<file path="config.mk">
export PLATFORM = sky130hd
export DESIGN_NAME = swr_dev_flat
export DESIGN_NICKNAME = d
export VERILOG_FILES = /design/src/design/swr_pkg.sv /design/src/design/swr_if.sv /design/src/design/swr_dev.sv /design/src/flat_wrapper.sv
export SDC_FILE = /design/constraint.sdc
export NUM_CORES = 2
export LEC_CHECK = 0
export BUFFER_PORTS_ARGS = -buffer_cell sky130_fd_sc_hd__buf_2
export CAP_MARGIN = 10
export CORE_UTILIZATION = 40
export DETAILED_ROUTE_END_ITERATION = 10
export PLACE_DENSITY_LB_ADDON = 0.08
export SYNTH_ARGS = -nofsm -noshare
export SYNTH_HDL_FRONTEND = slang
export SYNTH_SLANG_ARGS = --single-unit
</file>
<file path="constraint.sdc">
create_clock -name clk -period 5.4 [get_ports clk]
set_clock_uncertainty 0.1 [all_clocks]
set_input_delay 1.08 -clock clk [delete_from_list [all_inputs] [get_ports clk]]
set_output_delay 1.08 -clock clk [all_outputs]
set_load 0.05 [all_outputs]
</file>
<file path="src/design/swr_pkg.sv">
// ==========================================================
// link framing constants
package swr_pkg;
   localparam int         ADDR_W     = 6;
   localparam int         DATA_W     = 24;
   localparam logic [7:0] CMD_BYTE   = 8'h01;
   localparam logic [1:0] WR_CODE    = 2'h2;
   localparam logic [1:0] RD_CODE    = 2'h0;
   localparam logic [5:0] CNT_BYTE0  = 6'h07;
   localparam logic [5:0] CNT_BYTE1  = 6'h0F;
   localparam logic [5:0] CNT_BYTE2  = 6'h17;
   localparam logic [5:0] CNT_BYTE3  = 6'h1F;
   localparam logic [5:0] CNT_LAST   = 6'h27;
   localparam logic [5:0] CNT_DATA   = 6'h10;
   localparam logic [5:0] CNT_FRAME  = 6'h28;
   localparam logic [1:0] ISEL_WAIT  = 2'h2;
   localparam int         SCLK_HALF  = 8;
endpackage : swr_pkg

</file>
<file path="src/design/swr_if.sv">
`timescale 1ns/1ns
// ==========================================================
// serial link between host and device
interface swr_if;
   logic chip_select_n;
   logic chip_select_alt_n;
   logic sclk;
   logic serial_data_in;
   logic serial_data_out_o;
   logic serial_data_out_oe;
   logic serial_data_out;

   // released line reads as pulled high
   assign serial_data_out = serial_data_out_oe ? serial_data_out_o : 1'b1;

   modport dev (
      input  chip_select_n,
      input  chip_select_alt_n,
      input  sclk,
      input  serial_data_in,
      output serial_data_out_o,
      output serial_data_out_oe
   );
   modport host (
      output chip_select_n,
      output chip_select_alt_n,
      output sclk,
      output serial_data_in,
      input  serial_data_out
   );
endinterface : swr_if

</file>
<file path="src/design/swr_dev.sv">
`timescale 1ns/1ns
module swr_dev
   import swr_pkg::*;
#(
   parameter int DEPTH = 64
) (
   // clock and reset
   input  wire logic              clk,
   input  wire logic              rst_b,
   // serial link
   swr_if.dev                     link,
   // straps
   input  wire logic              interface_select_0,
   input  wire logic              interface_select_1,
   // local memory port
   input  wire logic              loc_we,
   input  wire logic [ADDR_W-1:0] loc_addr,
   input  wire logic [DATA_W-1:0] loc_wdata,
   output logic      [DATA_W-1:0] loc_rdata,
   // status
   output logic                   spi_active,
   output logic                   commit_pulse,
   output logic      [ADDR_W-1:0] commit_addr,
   output logic      [DATA_W-1:0] commit_data
);
   // ==========================================================
   // storage
   logic [DATA_W-1:0] mem [DEPTH];

   // ==========================================================
   // synchronisers
   logic [1:0] cs_sy;
   logic [2:0] ck_sy;
   logic [1:0] di_sy;
   logic [1:0] is_sy;
   logic       cs_low;
   logic       rise;
   logic       fall;

   always_ff @(posedge clk or negedge rst_b) begin
      if (!rst_b) begin
         cs_sy <= 2'h3;
         ck_sy <= 3'h7;
         di_sy <= 2'h0;
         is_sy <= 2'h3;
      end else begin
         cs_sy <= {cs_sy[0], link.chip_select_n};
         ck_sy <= {ck_sy[1:0], link.sclk};
         di_sy <= {di_sy[0], link.serial_data_in};
         is_sy <= {is_sy[0], interface_select_0};
      end
   end

   assign cs_low = !cs_sy[1];
   assign rise   = ck_sy[1] && !ck_sy[2];
   assign fall   = !ck_sy[1] && ck_sy[2];

   // ==========================================================
   // strap capture
   logic [1:0] isel_cnt;
   logic [1:0] next_isel_cnt;
   logic       next_spi_active;

   always_comb begin
      next_isel_cnt   = isel_cnt;
      next_spi_active = spi_active;
      if (isel_cnt != 2'h3) begin
         next_isel_cnt = isel_cnt + 2'h1;
         if (isel_cnt == ISEL_WAIT) begin
            next_spi_active = !is_sy[1];
         end
      end
   end

   always_ff @(posedge clk or negedge rst_b) begin
      if (!rst_b) begin
         isel_cnt   <= 2'h0;
         spi_active <= 1'b0;
      end else begin
         isel_cnt   <= next_isel_cnt;
         spi_active <= next_spi_active;
      end
   end

   // ==========================================================
   // frame engine
   logic [5:0]        cnt;
   logic [7:0]        sh;
   logic              cmd_ok;
   logic              is_wr;
   logic [ADDR_W-1:0] addr;
   logic [DATA_W-1:0] word;
   logic              so;
   logic              oe;
   logic [5:0]        next_cnt;
   logic [7:0]        next_sh;
   logic              next_cmd_ok;
   logic              next_is_wr;
   logic [ADDR_W-1:0] next_addr;
   logic [DATA_W-1:0] next_word;
   logic              next_so;
   logic              next_oe;
   logic              next_commit;
   logic [5:0]        bit_idx;

   assign bit_idx = CNT_LAST - cnt;

   always_comb begin
      next_cnt    = cnt;
      next_sh     = sh;
      next_cmd_ok = cmd_ok;
      next_is_wr  = is_wr;
      next_addr   = addr;
      next_word   = word;
      next_so     = so;
      next_oe     = oe;
      next_commit = 1'b0;
      if (!cs_low || !spi_active) begin
         // partial frames are dropped here
         next_cnt    = 6'h00;
         next_cmd_ok = 1'b0;
         next_is_wr  = 1'b0;
         next_oe     = 1'b0;
      end else if (rise) begin
         next_sh = {sh[6:0], di_sy[1]};
         if (cnt != CNT_FRAME) begin
            next_cnt = cnt + 6'h01;
         end
         case (cnt)
            CNT_BYTE0: begin
               next_cmd_ok = (next_sh == CMD_BYTE);
            end
            CNT_BYTE1: begin
               next_addr  = next_sh[7:2];
               next_is_wr = (next_sh[1:0] == WR_CODE);
               next_word  = mem[next_sh[7:2]];
            end
            CNT_BYTE2, CNT_BYTE3: begin
               if (is_wr) begin
                  next_word = {word[15:0], next_sh};
               end
            end
            CNT_LAST: begin
               if (is_wr) begin
                  next_word   = {word[15:0], next_sh};
                  next_commit = cmd_ok;
               end
            end
            default: begin
            end
         endcase
      end else if (fall) begin
         if (cmd_ok && !is_wr && cnt >= CNT_DATA && cnt < CNT_FRAME) begin
            next_oe = 1'b1;
            next_so = word[bit_idx[4:0]];
         end else begin
            next_oe = 1'b0;
         end
      end
   end

   always_ff @(posedge clk or negedge rst_b) begin
      if (!rst_b) begin
         cnt    <= 6'h00;
         sh     <= 8'h00;
         cmd_ok <= 1'b0;
         is_wr  <= 1'b0;
         addr   <= '0;
         word   <= '0;
         so     <= 1'b1;
         oe     <= 1'b0;
      end else begin
         cnt    <= next_cnt;
         sh     <= next_sh;
         cmd_ok <= next_cmd_ok;
         is_wr  <= next_is_wr;
         addr   <= next_addr;
         word   <= next_word;
         so     <= next_so;
         oe     <= next_oe;
      end
   end

   assign link.serial_data_out_o  = so;
   assign link.serial_data_out_oe = oe;

   // ==========================================================
   // memory and status
   logic              next_pulse;
   logic [ADDR_W-1:0] next_caddr;
   logic [DATA_W-1:0] next_cdata;

   always_comb begin
      next_pulse = next_commit;
      next_caddr = commit_addr;
      next_cdata = commit_data;
      if (next_commit) begin
         next_caddr = addr;
         next_cdata = next_word;
      end
   end

   always_ff @(posedge clk or negedge rst_b) begin
      if (!rst_b) begin
         commit_pulse <= 1'b0;
         commit_addr  <= '0;
         commit_data  <= '0;
         loc_rdata    <= '0;
      end else begin
         commit_pulse <= next_pulse;
         commit_addr  <= next_caddr;
         commit_data  <= next_cdata;
         loc_rdata    <= mem[loc_addr];
      end
   end

   // link write wins over a local write in the same cycle
   always_ff @(posedge clk) begin
      if (next_commit) begin
         mem[addr] <= next_word;
      end else if (loc_we) begin
         mem[loc_addr] <= loc_wdata;
      end
   end
endmodule : swr_dev

</file>
<file path="src/flat_wrapper.sv">
// flat-port wrapper written by rule: the top's interface ports become plain ports
module swr_dev_flat import swr_pkg::*;
#(
   parameter int DEPTH = 64
)
  (clk, rst_b, interface_select_0, interface_select_1, loc_we, loc_addr, loc_wdata, loc_rdata, spi_active, commit_pulse, commit_addr, commit_data, link_chip_select_n, link_chip_select_alt_n, link_sclk, link_serial_data_in, link_serial_data_out_o, link_serial_data_out_oe);
  swr_if link_i ();
  input  wire logic clk;
  input  wire logic rst_b;
  input  wire logic interface_select_0;
  input  wire logic interface_select_1;
  input  wire logic loc_we;
  input  wire logic [ADDR_W-1:0] loc_addr;
  input  wire logic [DATA_W-1:0] loc_wdata;
  output logic      [DATA_W-1:0] loc_rdata;
  output logic spi_active;
  output logic commit_pulse;
  output logic      [ADDR_W-1:0] commit_addr;
  output logic      [DATA_W-1:0] commit_data;
  input wire logic [$bits(link_i.chip_select_n)-1:0] link_chip_select_n;
  input wire logic [$bits(link_i.chip_select_alt_n)-1:0] link_chip_select_alt_n;
  input wire logic [$bits(link_i.sclk)-1:0] link_sclk;
  input wire logic [$bits(link_i.serial_data_in)-1:0] link_serial_data_in;
  output wire logic [$bits(link_i.serial_data_out_o)-1:0] link_serial_data_out_o;
  output wire logic [$bits(link_i.serial_data_out_oe)-1:0] link_serial_data_out_oe;
  assign link_i.chip_select_n = link_chip_select_n;
  assign link_i.chip_select_alt_n = link_chip_select_alt_n;
  assign link_i.sclk = link_sclk;
  assign link_i.serial_data_in = link_serial_data_in;
  assign link_serial_data_out_o = link_i.serial_data_out_o;
  assign link_serial_data_out_oe = link_i.serial_data_out_oe;
  swr_dev #(.DEPTH(DEPTH)) u_core (.clk(clk), .rst_b(rst_b), .link(link_i), .interface_select_0(interface_select_0), .interface_select_1(interface_select_1), .loc_we(loc_we), .loc_addr(loc_addr), .loc_wdata(loc_wdata), .loc_rdata(loc_rdata), .spi_active(spi_active), .commit_pulse(commit_pulse), .commit_addr(commit_addr), .commit_data(commit_data));
endmodule
</file>
# Word level (Yosys, flattened, before mapping)
# Memory sizes are Yosys's and may differ from the RTL's. A register that Yosys moved wholly into a read port is not among the register bits.
# Cells that the tools add are included.
# W data, S select, Z words.
# word_totals
input_bits,39
wordCells,95
reg_bits,90
ram_bits,1536
memories,1
output_inout_bits,58
# mem_list
name,words,word_bits,rd,rd_ports_with_merged_regs,wr,line_no,rtl
u_core.mem,64,24,2,1,1,swr_dev.sv:28,logic [DATA_W-1:0] mem [DEPTH];
# classes
eq_ne,11
n_lt_le_gt_ge,3
n_addsub,3
reduce_logical,27
muxes,31
n_bitwise,2
# op_table
op,n
$mux W24,4
$pmux W24 S2,1
$mux W6,4
$reduce_or A24 Y1,1
$mux W1,21
$eq A6 B5 Y1 const B,2
$reduce_and A2 Y1,6
$reduce_bool A2 Y1,5
$eq A8 B1 Y1 const B,1
$add A6 B1 Y6 const B,1
$eq A6 B3 Y1 const B,1
$eq A6 B4 Y1 const B,1
$eq A6 B6 Y1 const B,1
$ge A6 B5 Y1 const B,1
$logic_not A1 Y1,6
$lt A5 B6 Y1 const B,1
$lt A6 B6 Y1 const B,1
$ne A6 B6 Y1 const B,1
$bmux W1 S5,1
$logic_and A1 B1 Y1,5
$sub A3 B5 Y5 const A,1
$eq A2 B2 Y1 const B,2
$ne A2 B2 Y1 const B,2
$reduce_and A4 Y1,1
5 further kinds,6

# Longest topological paths before layout
# depth
ltp_word,8
ltp_mapped,12

# Worst setup path before layout
# Ideal clock, no wire load.
# synth_timing
path_kind,reg2reg
startpoint,reg u_core.spi_active
endpoint,mem u_core.mem[0][17] (data pin)
t_required_ps,4598
period_less_slack_ps,5567
setup_ps,702
path_slack_ps,-167
arrival_ps,4766
stages_incl_launch_ff,8
cell_sequence,dfrtp_1 nand4bb_1 clkbuf_1 o31ai_4 clkbuf_1 buf_1 nand4_1 o21ai_0
# synth_via
elab_chain_len,7
# synth_lines
item,line_no,rtl
start: declaration,swr_dev.sv:21,"output logic spi_active,"
start signal: assignment,swr_dev.sv:81,spi_active <= next_spi_active;
$logic_not A1 Y1 *,swr_dev.sv:118,if (!cs_low || !spi_active) begin
$logic_or A1 B1 Y1 *,swr_dev.sv:118,
$mux W1,swr_dev.sv:118,
$mux W1,swr_dev.sv:219,if (next_commit) begin
$mux W1 (not written as such),swr_dev.sv:222,mem[loc_addr] <= loc_wdata;
$reduce_or A24 Y1 (no line),-,
$mux W24 (no line) *,-,
end: declaration,swr_dev.sv:28,
# Every way passes the cells marked *; elsewhere a longest branch is shown, timed or not.

# Worst setup path in the final report
# layout_timing
startpoint,reg u_core.sh[3]
endpoint,mem u_core.mem[60][11] (data pin)
# layout_via
elab_chain_len,5
# layout_lines
item,line_no,rtl
start: declaration,swr_dev.sv:88,logic [7:0] sh;
start signal: assignment,swr_dev.sv:174,sh <= next_sh;
$mem_v2 Z64 W24,-,
$pmux W24 S2,swr_dev.sv:129,case (cnt)
$mux W24,swr_dev.sv:124,end else if (rise) begin
$mux W24,swr_dev.sv:118,
named net u_core.next_word[11],swr_dev.sv:100,logic [DATA_W-1:0] next_word;
$mux W24 (no line),-,
# The timed path passes the listed nets, and every way through them passes these cells.

==> impl_metrics.yaml <==
outcome:
  status: "finished clean"
sta:
  min_period_ps: 4653
  finalHoldViolCount: 0
  worst_pin_slew_ps: 1199
  grt_setup_unrepaired: "no"
  setup_violations: 0
  max_clock_freq_ghz: 0.2149
  slew_headroom_pct: 19.37
  fin_tns_setup_ps: 0
  drv_slew: 0
  finalCritPeriodShare_pct: 86.17
synth:
  ys_types: 66
  netlist_area_um2: 76350
  synth_seq_area_share_pct: 64.16
  synth_area_leader_cell: "edfxtp_1"
  synth.top_cell.area_share_pct: 60.41
  ys.flop_type: "edfxtp_1"
  post_synth.cell_area_avg_um2: 19.35
  ys_ff_latch: 1650
  yosysWarningCount: 0
  synth_edf_count: 1536
  synth_area_leaders: "edfxtp_1 60%, mux4_2 22%, dfrtp_1 3.5%"
  synth-async-reset-ratio_pct: 6.909
  syn_nets: 3990
  synthCells: 3945
global_route:
  grt_pass1_vias: 43790
  grt_max_degree: 69
  antenna_found_initial: 18
  grt.total_usage_pct: 27.48
  grt-ovfl-total: 0
  grt_pass1_wl_mm: 362.7
finish:
  layout_common_cells: "1536 x edfxtp_1, 733 x mux4_2, 240 x mux2i_1"
  layout.cells.most_common: "edfxtp_1"
  nNetsFinal: 4249
  area_delta_synth_final_pct: 15.74
  layout-drive-gt1-share_pct: 38.80
die:
  fp-row-count: 159
  initial_core_util_pct: 40.48
  die_w_um: 438.9
  core_um2: 188600
  io_pins: 97
  die_area_um2: 192600
  die_height_um: 438.9
power_and_ir_drop:
  pwr_density_cell_nw_per_um2: 365.7
  leakagePower_nw: 28.60
  power_mw: 32.32
  ir_drop_mv: 0.3181
setup_path:
  cp_max_fo: 64
  max_stage_delay_ps: 1050
  worstPathRequired_ps: 5770
  worst_ep_arrival_time_ps: 5020
  crit_type: "flip-flop to flip-flop"
  endpoint_kind: "flip-flop"
  start_kind: "flip-flop"
  path_cells: "buf_12, nor2b_1, nand2_1, a22oi_1, o2111ai_1, nand3_1, mux2_2"
  worst_path_max_delay_cell: "dfrtp_4"
cts:
  cts.root.buffer_cell: "clkbuf_16"
  cts_made_buffers: 185
  cts_sinks: 1650
  clk_pin_slew_ps: 60
  clockBufferDepth: 3
  postCtsHoldBufs: 0
  htreeDepth: 4
  insertion_delay_ps: 840
  cts_setup_buffers: 0
  post_cts_resized: 0
  cts_tree: "built"
route:
  routedWlPerCell_um: 38.54
  dr.pass1.iters: 5
  routed_via_density: 6.370
  finalWirelength_mm: 264.6
  drt-initial-drc-count: 4917
  ant_nets: 0
  vias: 43720
  route.detailed.drc: 0
hold_path:
  hold_path_class: "primary input to asynchronous set/reset pin"
placement:
  gp_congestion: 0.8621
  hpwl_mm: 166.3
  io_buffers: 94
job:
  drv_cap: 0
==> critical path, delay by kind of cell (launching register included) <==
family,cells,cell delay [ps]
buffers and inverters,1,290
AND/OR/NAND/NOR,3,1100
flip-flops,1,1050
AO/OA/AOI/OAI,2,620
multiplexers,1,980
==> where the power goes <==
| group | internal [mW] | total [mW] | switching, mW | leakage [nW] |
|---|---|---|---|---|
| clock network | 7.59 | 12.9 | 5.31 | 3.07 |
| logic | 2.08 | 5.19 | 3.11 | 9.57 |
| registers | 14.1 | 14.2 | 0.170 | 16.0 |
==> routing by layer <==
| layer | GRT usage (%) | routed length, um |
|---|---|---|
| met2 | 42.59 | 122800 |
| met4 | 8.166 | 7951 |
| met5 | 0 | 55 |
| met1 | 38.45 | 111200 |
| met3 | 6.626 | 22570 |
==> area by class of cell <==
| type | instances | area [um2] |
|---|---|---|
| Inverter | 10 | 37.54 |
| Multi-Input combinational cell | 1991 | 26630 |
| Timing Repair Buffer | 366 | 3343 |
| Antenna cell | 6 | 15.01 |
| Sequential cell | 1650 | 49000 |
| Clock buffer | 246 | 5172 |
| Tap cell | 2495 | 3122 |
| Clock inverter | 100 | 1046 |
| Fill cell | 15760 | 100200 |
==> through the flow <==
stage          util [%]  worst slack [ps]  hold WS [ps]  instances  area [um2]
6_report          46.86             746.7         135.0       6864       88370
5_1_grt           46.85             646.3         142.1       6859       88360
4_1_cts           46.85             887.6         104.9       6858       88350
3_5_place_dp      43.55             920.9         239.5       6512       82140
3_3_place_gp      43.55             944.3         237.9       6512       82140
2_1_floorplan         -             67.81         231.2       3945       76350
==> cell families after synthesis <==
group	after synthesis	synth area share (%)
flops	1650	64.16
mux	1168	27.64
simple gates	427	2.674
compound gates	385	3.554
buf+inv	304	1.811
fa+ha+maj	6	0.09832
xor+xnor	5	0.05737
==> synthesized netlist by cell type (all sizes together), types with 15 or more instances <==
library cell / instances
a221oi: 18
o31ai: 21
o21ai: 45
nand4: 37
mux2i: 240
o21a: 15
dfrtp: 106
edfxtp: 1536
o22ai: 62
nor2b: 27
a211o: 19
mux4: 733
a22oi: 100
nand2: 139
clkbuf: 130
a21oi: 42
mux2: 195
nand3: 51
nor2: 112
buf: 164
==> worst paths after layout <==
check                                   start               endpoint  slack (ps)  depth (start not counted)
max in group asynchronous               rst_b   u_core.loc_rdata[14]        4160                          2
min reg2reg                   u_core.is_sy[0]        u_core.is_sy[1]         260                          0
max                              u_core.sh[3]     u_core.mem[60][11]         750                          7
max reg2reg                      u_core.sh[3]     u_core.mem[60][11]         750                          7
min in group clk           link_chip_select_n        u_core.cs_sy[0]         250                          1
min                                     rst_b  u_core.commit_data[5]         140                          1
==> state kept, by name (all words and copies together) (netlist names), 6 cells and up <==
name	cells
u_core.mem	1536
u_core.commit_addr	6
u_core.word	24
u_core.cnt	6
u_core.commit_data	24
u_core.sh	7
u_core.addr	6
u_core.loc_rdata	24
(Power assumes the default switching activity.)
